## config.mk

```make
export PLATFORM = sky130hd
export DESIGN_NAME = pscfg_top
export DESIGN_NICKNAME = d
export VERILOG_FILES = /design/src/logic/pscfg_pkg.sv /design/src/logic/pscfg_sync.sv /design/src/logic/pscfg_drv.sv /design/src/logic/pscfg_top.sv
export SDC_FILE = /design/constraint.sdc
export NUM_CORES = 1
export LEC_CHECK = 0
export ABC_AREA = 1
export BUFFER_PORTS_ARGS = -buffer_cell sky130_fd_sc_hd__buf_2
export CORE_ASPECT_RATIO = 1.1
export CORE_MARGIN = 3
export CORE_UTILIZATION = 49
export CTS_CLUSTER_SIZE = 12
export DETAILED_ROUTE_END_ITERATION = 8
export GPL_ROUTABILITY_DRIVEN = 0
export PLACE_DENSITY = 0.75
export SLEW_MARGIN = 20
export SYNTH_ARGS = -nofsm -noshare
export SYNTH_HDL_FRONTEND = slang
export SYNTH_SLANG_ARGS = --single-unit
```

## constraint.sdc

```tcl
create_clock -name clk -period 1.4 [get_ports clk]
set_clock_uncertainty 0.15 [all_clocks]
set_input_delay 0.21 -clock clk [delete_from_list [all_inputs] [get_ports clk]]
set_output_delay 0.21 -clock clk [all_outputs]
set_load 0.01 [all_outputs]
```

## src/logic/pscfg_pkg.sv

```systemverilog
`default_nettype none

package pscfg_pkg;

  localparam int ADDR_W = 10;
  localparam int DATA_W = 8;
  localparam int NUM_EV = 6;

  // Register offsets on the plain register port
  localparam logic [ADDR_W-1:0] OFS_STATUS = 10'h01F;
  localparam logic [ADDR_W-1:0] OFS_DRV0 = 10'h0F0;
  localparam logic [ADDR_W-1:0] OFS_IRQ_STAT = 10'h100;
  localparam logic [ADDR_W-1:0] OFS_IRQ_CLR = 10'h101;
  localparam logic [ADDR_W-1:0] OFS_IRQ_EN = 10'h102;

  // Driver control field positions
  localparam int DRV_FMT = 7;
  localparam int DRV_LEG_B = 6;
  localparam int DRV_LEG_A = 5;
  localparam int DRV_POL_HI = 4;
  localparam int DRV_POL_LO = 3;

  // Interrupt event positions
  localparam int EV_LOCK_GAIN = 0;
  localparam int EV_LOCK_LOSS = 1;
  localparam int EV_HOLD_IN = 2;
  localparam int EV_HOLD_OUT = 3;
  localparam int EV_REF_SWAP = 4;
  localparam int EV_FREQ_CHG = 5;

  // Values after reset
  localparam logic [DATA_W-1:0] DRV0_RST = 8'h62;
  localparam logic [NUM_EV-1:0] IRQ_EN_RST = 6'h00;
  localparam logic [NUM_EV-1:0] IRQ_STAT_RST = 6'h00;
  localparam logic [DATA_W-1:0] RDATA_RST = 8'h00;
  localparam logic [1:0] ARM_CYCLES = 2'h3;

  // Live status, packed in status register bit order 5..0
  typedef struct packed {
    logic holdover;
    logic second_reference_input_sel;
    logic vco_above;
    logic second_reference_input_above;
    logic first_reference_input_above;
    logic locked;
  } pscfg_status_s;

  // Leg controls handed to the analog output driver
  typedef struct packed {
    logic cmos_mode;
    logic a_en;
    logic b_en;
    logic a_inv;
    logic b_inv;
  } pscfg_leg_s;

  // One register port request
  typedef struct packed {
    logic [ADDR_W-1:0] addr;
    logic [DATA_W-1:0] wdata;
    logic wr;
    logic rd;
  } pscfg_bus_s;

  // Legs decoded from the driver reset byte: LVDS, both on, A noninverting
  localparam pscfg_leg_s LEG_RST = 5'h0D;

  // Address match, shared by the write and read decoders
  function automatic logic hit(input logic [ADDR_W-1:0] a, input logic [ADDR_W-1:0] ofs);
    hit = (a == ofs);
  endfunction

endpackage

`default_nettype wire

```

## src/logic/pscfg_sync.sv

```systemverilog
`timescale 1ns/1ns
`default_nettype none

// Two-stage synchroniser for the analog status levels
module pscfg_sync #(
  parameter int WIDTH = 6
) (
  input wire logic clk,
  input wire logic arst_n,
  input wire logic [WIDTH-1:0] async_in,
  output logic [WIDTH-1:0] sync_out
);

  logic [WIDTH-1:0] meta_q;

  // First stage feeds only the second; nothing else may look at it
  always_ff @(posedge clk or negedge arst_n) begin
    if (!arst_n) begin
      meta_q <= '0;
      sync_out <= '0;
    end else begin
      meta_q <= async_in;
      sync_out <= meta_q;
    end
  end

endmodule

`default_nettype wire

```

## src/logic/pscfg_drv.sv

```systemverilog
`timescale 1ns/1ns
`default_nettype none

// Decodes the driver control byte into per-leg controls
module pscfg_drv (
  input wire logic [pscfg_pkg::DATA_W-1:0] cfg,
  output pscfg_pkg::pscfg_leg_s leg
);

  logic pol_lo;
  logic pol_hi;

  assign pol_lo = cfg[pscfg_pkg::DRV_POL_LO];
  assign pol_hi = cfg[pscfg_pkg::DRV_POL_HI];

  // LVDS drives both legs as a pair; CMOS drives legs separately
  always_comb begin
    leg = '0;
    leg.cmos_mode = cfg[pscfg_pkg::DRV_FMT];
    if (cfg[pscfg_pkg::DRV_FMT]) begin
      leg.a_en = cfg[pscfg_pkg::DRV_LEG_A];
      leg.b_en = cfg[pscfg_pkg::DRV_LEG_B];
      leg.a_inv = pol_lo;
      leg.b_inv = pol_hi ^ pol_lo;
    end else begin
      // Upper polarity bit is ignored here
      leg.a_en = 1'b1;
      leg.b_en = 1'b1;
      leg.a_inv = pol_lo;
      leg.b_inv = ~pol_lo;
    end
  end

endmodule

`default_nettype wire

```

## src/logic/pscfg_top.sv

```systemverilog
`timescale 1ns/1ns
`default_nettype none

// PLL readback status and first output driver control registers
module pscfg_top (
  input wire logic clk,
  input wire logic arst_n,
  input wire pscfg_pkg::pscfg_bus_s bus,
  output logic [pscfg_pkg::DATA_W-1:0] rd_data_q,
  input wire logic holdover_active,
  input wire logic second_reference_input_selected,
  input wire logic vco_above_thresh,
  input wire logic second_reference_input_above_thresh,
  input wire logic first_reference_input_above_thresh,
  input wire logic lock_detect,
  output pscfg_pkg::pscfg_leg_s leg_q,
  output logic irq_q
);

  // Status capture
  // Analog levels move with no relation to clk, so they pass two
  // flip-flops before any logic reads them

  pscfg_pkg::pscfg_status_s raw_status;
  pscfg_pkg::pscfg_status_s live_status;
  pscfg_pkg::pscfg_status_s prev_q;
  pscfg_pkg::pscfg_status_s prev_d;

  // Pack the analog levels in readback bit order
  always_comb begin
    raw_status = '0;
    raw_status.holdover = holdover_active;
    raw_status.second_reference_input_sel = second_reference_input_selected;
    raw_status.vco_above = vco_above_thresh;
    raw_status.second_reference_input_above = second_reference_input_above_thresh;
    raw_status.first_reference_input_above = first_reference_input_above_thresh;
    raw_status.locked = lock_detect;
  end

  // Levels come from the analog core, outside this clock's domain
  pscfg_sync #(
    .WIDTH($bits(pscfg_pkg::pscfg_status_s))
  ) u_sync (
    .clk(clk),
    .arst_n(arst_n),
    .async_in(raw_status),
    .sync_out(live_status)
  );

  // Write decode
  // The status word has no write strobe at all, which keeps
  // software from disturbing a live readback

  logic wr_drv0;
  logic wr_irq_clr;
  logic wr_irq_en;
  logic rd_any;

  // Status and event status are read-only; writes there fall away
  always_comb begin
    wr_drv0 = bus.wr & pscfg_pkg::hit(bus.addr, pscfg_pkg::OFS_DRV0);
    wr_irq_clr = bus.wr & pscfg_pkg::hit(bus.addr, pscfg_pkg::OFS_IRQ_CLR);
    wr_irq_en = bus.wr & pscfg_pkg::hit(bus.addr, pscfg_pkg::OFS_IRQ_EN);
    rd_any = bus.rd;
  end

  // Driver control register
  // Only bits 7:3 shape the legs; the low bits are kept so that
  // software reads back exactly what it wrote

  logic [pscfg_pkg::DATA_W-1:0] drv0_q;
  logic [pscfg_pkg::DATA_W-1:0] drv0_d;
  pscfg_pkg::pscfg_leg_s leg_next;

  // All eight bits are stored so readback returns what was written
  always_comb begin
    drv0_d = drv0_q;
    if (wr_drv0) begin
      drv0_d = bus.wdata;
    end
  end

  // Decode from the next value so the legs move on the write edge
  pscfg_drv u_drv (
    .cfg(drv0_d),
    .leg(leg_next)
  );

  always_ff @(posedge clk or negedge arst_n) begin
    if (!arst_n) begin
      drv0_q <= pscfg_pkg::DRV0_RST;
      leg_q <= pscfg_pkg::LEG_RST;
    end else begin
      drv0_q <= drv0_d;
      leg_q <= leg_next;
    end
  end

  // Event detection
  // Each event is a change of one synchronised level (any of three
  // for the frequency event), found by comparing it with its value one cycle earlier

  logic [1:0] arm_q;
  logic [1:0] arm_d;
  logic armed;
  logic [pscfg_pkg::NUM_EV-1:0] ev;

  // Events stay quiet until the synchroniser and history have filled,
  // otherwise a status already high at reset would raise false edges
  always_comb begin
    arm_d = arm_q;
    if (arm_q != pscfg_pkg::ARM_CYCLES) begin
      arm_d = arm_q + 2'h1;
    end
    armed = (arm_q == pscfg_pkg::ARM_CYCLES);
    prev_d = live_status;
  end

  // Edges of the live status become one-cycle events
  always_comb begin
    ev = '0;
    if (armed) begin
      ev[pscfg_pkg::EV_LOCK_GAIN] = live_status.locked & ~prev_q.locked;
      ev[pscfg_pkg::EV_LOCK_LOSS] = ~live_status.locked & prev_q.locked;
      ev[pscfg_pkg::EV_HOLD_IN] = live_status.holdover & ~prev_q.holdover;
      ev[pscfg_pkg::EV_HOLD_OUT] = ~live_status.holdover & prev_q.holdover;
      ev[pscfg_pkg::EV_REF_SWAP] = live_status.second_reference_input_sel ^ prev_q.second_reference_input_sel;
      ev[pscfg_pkg::EV_FREQ_CHG] =
        (live_status.vco_above ^ prev_q.vco_above) |
        (live_status.second_reference_input_above ^ prev_q.second_reference_input_above) |
        (live_status.first_reference_input_above ^ prev_q.first_reference_input_above);
    end
  end

  always_ff @(posedge clk or negedge arst_n) begin
    if (!arst_n) begin
      arm_q <= 2'h0;
      prev_q <= '0;
    end else begin
      arm_q <= arm_d;
      prev_q <= prev_d;
    end
  end

  // Interrupt registers
  // Sticky event bits, an enable mask and one level output
  // taken straight from a flip-flop

  logic [pscfg_pkg::NUM_EV-1:0] irq_stat_q;
  logic [pscfg_pkg::NUM_EV-1:0] irq_stat_d;
  logic [pscfg_pkg::NUM_EV-1:0] irq_en_q;
  logic [pscfg_pkg::NUM_EV-1:0] irq_en_d;
  logic [pscfg_pkg::NUM_EV-1:0] clr_mask;
  logic irq_d;

  // Clear first, then set, so an event in the clear cycle survives
  always_comb begin
    clr_mask = '0;
    if (wr_irq_clr) begin
      clr_mask = bus.wdata[pscfg_pkg::NUM_EV-1:0];
    end
    irq_stat_d = (irq_stat_q & ~clr_mask) | ev;
    irq_en_d = irq_en_q;
    if (wr_irq_en) begin
      irq_en_d = bus.wdata[pscfg_pkg::NUM_EV-1:0];
    end
    irq_d = |(irq_stat_d & irq_en_d);
  end

  always_ff @(posedge clk or negedge arst_n) begin
    if (!arst_n) begin
      irq_stat_q <= pscfg_pkg::IRQ_STAT_RST;
      irq_en_q <= pscfg_pkg::IRQ_EN_RST;
      irq_q <= 1'b0;
    end else begin
      irq_stat_q <= irq_stat_d;
      irq_en_q <= irq_en_d;
      irq_q <= irq_d;
    end
  end

  // Read path
  // One read strobe in, one cycle of data out; the data return
  // to zero so a stale value never looks fresh

  logic [pscfg_pkg::DATA_W-1:0] rd_data_d;
  logic [pscfg_pkg::DATA_W-1:0] status_word;

  // Status word is the synchronised live level, never a stored copy
  always_comb begin
    status_word = '0;
    status_word[5] = live_status.holdover;
    status_word[4] = live_status.second_reference_input_sel;
    status_word[3] = live_status.vco_above;
    status_word[2] = live_status.second_reference_input_above;
    status_word[1] = live_status.first_reference_input_above;
    status_word[0] = live_status.locked;
  end

  // Unmapped and write-only addresses read as zero
  always_comb begin
    rd_data_d = '0;
    if (rd_any) begin
      if (pscfg_pkg::hit(bus.addr, pscfg_pkg::OFS_STATUS)) begin
        rd_data_d = status_word;
      end else if (pscfg_pkg::hit(bus.addr, pscfg_pkg::OFS_DRV0)) begin
        rd_data_d = drv0_q;
      end else if (pscfg_pkg::hit(bus.addr, pscfg_pkg::OFS_IRQ_STAT)) begin
        rd_data_d = {2'h0, irq_stat_q};
      end else if (pscfg_pkg::hit(bus.addr, pscfg_pkg::OFS_IRQ_EN)) begin
        rd_data_d = {2'h0, irq_en_q};
      end else begin
        rd_data_d = '0;
      end
    end
  end

  // Data stand for exactly the cycle after the read strobe
  always_ff @(posedge clk or negedge arst_n) begin
    if (!arst_n) begin
      rd_data_q <= pscfg_pkg::RDATA_RST;
    end else begin
      rd_data_q <= rd_data_d;
    end
  end

endmodule

`default_nettype wire

```

==> metrics.md <==
| Metric | Value |
|---|---|
| Outcome | complete, no violations |
| Die H | 77.09 µm |
| Synth Area in Adders | 0.005559 |
| Clock period minus worst slack | 1.321 ns |
| Leak | 1.470 nW |
| Simple-gate portion of the synthesized area | 0.2474 |
| Crit Path Class | reg2reg |
| Largest net degree at the start of global routing | 53 |
| Vias per cell | 4.951 |
| Endpoints failing hold | 0 |
| Yosys warns | 0 |
| Multi-input gate area | 822.0 µm² |
| Most frequent cells in the layout | nand2_1, dfrtp_1, buf_2 |
| Drt total wl | 4528 µm |
| Mean Syn Cell Area | 9.578 µm² |
| Initial DRC count | 130 |
| Psw | 0.6098 mW |
| Post-Synth XOR/XNOR Area | 0.01556 |
| CTS H-tree depth | 2 |
| Share of post-route cells with drive strength above 1 | 0.3365 |
| Routed length per instance | 12.37 µm |
| Rows | 25 |
| Aggregate global-route resource usage | 0.1791 |
| Clock Pin Slew Worst Setup and Hold Paths | 0.09 ns |
| Startpoint types | flip-flop |
| Grt ovf | 0 |
| Worst Path Arrival | 1.37 ns |
| Switching part of the total power | 0.2290 |
| Synth Area in Compound Gates | 0.07615 |
| Comb power frac | 0.092 |
| Via Count | 1812 |
| Dpl ws | -0.3171 ns |
| DRT antenna net count | 0 |
| Core Util, Final | 0.6674 |
| Class of the worst hold path | in2reg |
| Die X | 70.62 µm |
| CORE AREA | 4379 µm² |
| # Max-Cap Violations | 0 |
| Final setup violating endpoints | 0 |
| TritonCTS buffer count | 5 |
| Clock buffer depth | 2 |
| DP HPWL | 3346 µm |
| Slew of the pin with the lowest slew margin | 0.2651 ns |
| Clock group share of total power | 0.321 |
| Total power draw | 2.662 mW |
| Clock root cell | clkbuf_8 |
| Worst EP required | 1.45 ns |
| Vias in the first global route | 1701 |
| DRC | 0 |
| Number of synthesized register bits | 52 |
| Sequential Power Share | 0.587 |
| Dpl cells | 345 |
| Max IR drop VDD | 621.5 µV |
| Clock latency at the later pin of the worst-skew pair | 0.30 ns |
| Post-synthesis cell type count | 32 |
| Main combinational cell family by area after synthesis | simple AND/OR/NAND/NOR gates |
| Total nets after synthesis | 264 |
| Largest fanout on the critical path | 3 |
| Pins Over Slew Limit | 0 |
| Initial Util | 0.5140 |
| Non-Filler Instances | 366 |
| Reg area | 1309 µm² |
| FMAX | 757.1 MHz |
| Area Overhead vs Synth | 29.85% |
| Number of placed I/O pins | 42 |
| Setup WS post-layout | 0.07911 ns |
| Power Dens Cells | 910.9 nW/µm² |
| CTS Sinks | 52 |
| Pre-Repair DR Iteration Count | 4 |
| Post-synthesis mux area share | 0.005003 |
| First-pass GRT wire length | 7693 µm |
| Filler instances | 363 |
| Mapped Cells | 235 |
| Initial antenna violation count | 0 |
| ANT cells | 0 |
| Critical Path End Type | flip-flop |
| Period utilization | 0.9435 |
| Total die area | 5444 µm² |
| Slew Limit Headroom | 0.8233 |
| Cell Area, Synth | 2251 µm² |
| CTS tree | yes |
| Internal power | 2.053 mW |
| Commonest non-fill, non-tap cell in the layout | nand2_1 |
| Final nets | 340 |
| Seq/Total Area, Yosys | 0.5814 |
| Buffers on Ports | 41 |
[per-layer routing]
metal	up-vias	GRT usage	share of wire
li1	913	-	-
met2	44	0.2903	0.48
met5	-	0	0
met4	0	0.05639	0.013
met1	849	0.2375	0.46
met3	6	0.04325	0.045
[stage by stage]
stage                      TNS (ns)  instance area (µm²)  hold slack [ns]
final                             0                 2923          0.01553
after detailed placement     -3.353                 2656          0.07108
after CTS                         0                 2841         0.008316
after global routing      -0.008267                 2923          0.02188
after floorplan                   0                 2251          -0.2356
after global placement       -2.588                 2656          0.06978
[final cells by class]
| cell class | instances | share of cell area |
|---|---|---|
| multi-input cells | 148 | 0.2813 |
| flip-flops and latches | 52 | 0.4478 |
| repair buffers | 76 | 0.1785 |
| well taps | 54 | 0.02312 |
| clock buffers | 6 | 0.02825 |
| clock inverters | 2 | 0.003425 |
| inverters | 28 | 0.03767 |
[power by group through the flow]
stage                     clock network [mW]  registers (mW)  logic [mW]
after global placement                     0            1.59       0.212
after CTS                              0.881            1.56       0.234
after detailed placement                   0            1.59       0.214
after floorplan                            0            1.59      0.0822
after global routing                   0.941            1.57       0.275
final                                  0.854            1.56       0.244
[sequential cells by signal (all words and copies together) (netlist names)]
register         flops
u_sync.sync_out      6
arm_q                2
rd_data_q            8
irq_en_q             6
irq_q                1
prev_q               6
drv0_q               8
leg_q                3
irq_stat_q           6
u_sync.meta_q        6
[timing repair]
item                       4_1_cts  5_1_grt
pin swaps                        0        3
setup buffers                    0        4
setup endpoints to repair        1        7
cloned                           0        0
resized for setup                1        8
hold endpoints to repair        61        0
hold buffers                     9        0
[synth_stat cells]
| master | count | area (µm²) |
|---|---|---|
| nand2_1 | 59 | 221.5 |
| dfrtp_1 | 46 | 1151 |
| inv_1 | 25 | 93.84 |
| nand3_1 | 22 | 110.1 |
| o21ai_0 | 18 | 90.09 |
| nor2_1 | 8 | 30.03 |
| dfstp_2 | 6 | 157.7 |
| a31oi_1 | 5 | 31.28 |
| nand4_1 | 4 | 25.02 |
| nor2_2 | 4 | 25.02 |
| nor2_4 | 4 | 45.04 |
| xnor2_1 | 4 | 35.03 |
| buf_2 | 3 | 15.01 |
| buf_4 | 2 | 15.01 |
| inv_2 | 2 | 7.510 |
| nand3_2 | 2 | 20.02 |
| nand3_4 | 2 | 35.03 |
| nor3b_1 | 2 | 15.01 |
| o211ai_1 | 2 | 15.01 |
| o21ai_1 | 2 | 10.01 |
| o21ai_2 | 2 | 17.52 |
| and2_1 | 1 | 6.260 |
| buf_6 | 1 | 11.26 |
| clkbuf_1 | 1 | 3.750 |
| clkinv_4 | 1 | 8.760 |
| ha_1 | 1 | 12.51 |
| mux2_2 | 1 | 11.26 |
| nand2_2 | 1 | 6.260 |
| nor3_1 | 1 | 5.000 |
| o21a_1 | 1 | 7.510 |
| or2_1 | 1 | 6.260 |
| or2_2 | 1 | 6.260 |
[critical path, cell delays in order, from the launching register on]
cell,delay (ns)
dfrtp_1,0.41
xnor2_1,0.16
nand3_1,0.11
nand2_1,0.08
nand2_1,0.08
nand2_1,0.07
nand2_1,0.05
nor2_1,0.07
nand2_1,0.05
[final timing paths]
path	from	end	slack (ns)	depth (start not counted)
max	u_sync.sync_out[1]	irq_q	0.08	8
min	bus[2]	drv0_q[0]	0.02	3
max reg2reg	u_sync.sync_out[1]	irq_q	0.08	8
min reg2reg	u_sync.meta_q[1]	u_sync.sync_out[1]	0.20	0
max in group asynchronous	arst_n	drv0_q[1]	0.56	3
min in group asynchronous	arst_n	rd_data_q[2]	0.27	3
[logic make-up after synthesis]
logic type / after synthesis
AO/OA/AOI/OAI: 30
buffers and inverters: 35
AND/OR/NAND/NOR: 112
adder cells (fa/ha/maj): 1
flip-flops: 52
multiplexers: 1
XOR/XNOR: 4
Note: power is estimated with default switching activity, not from simulation.
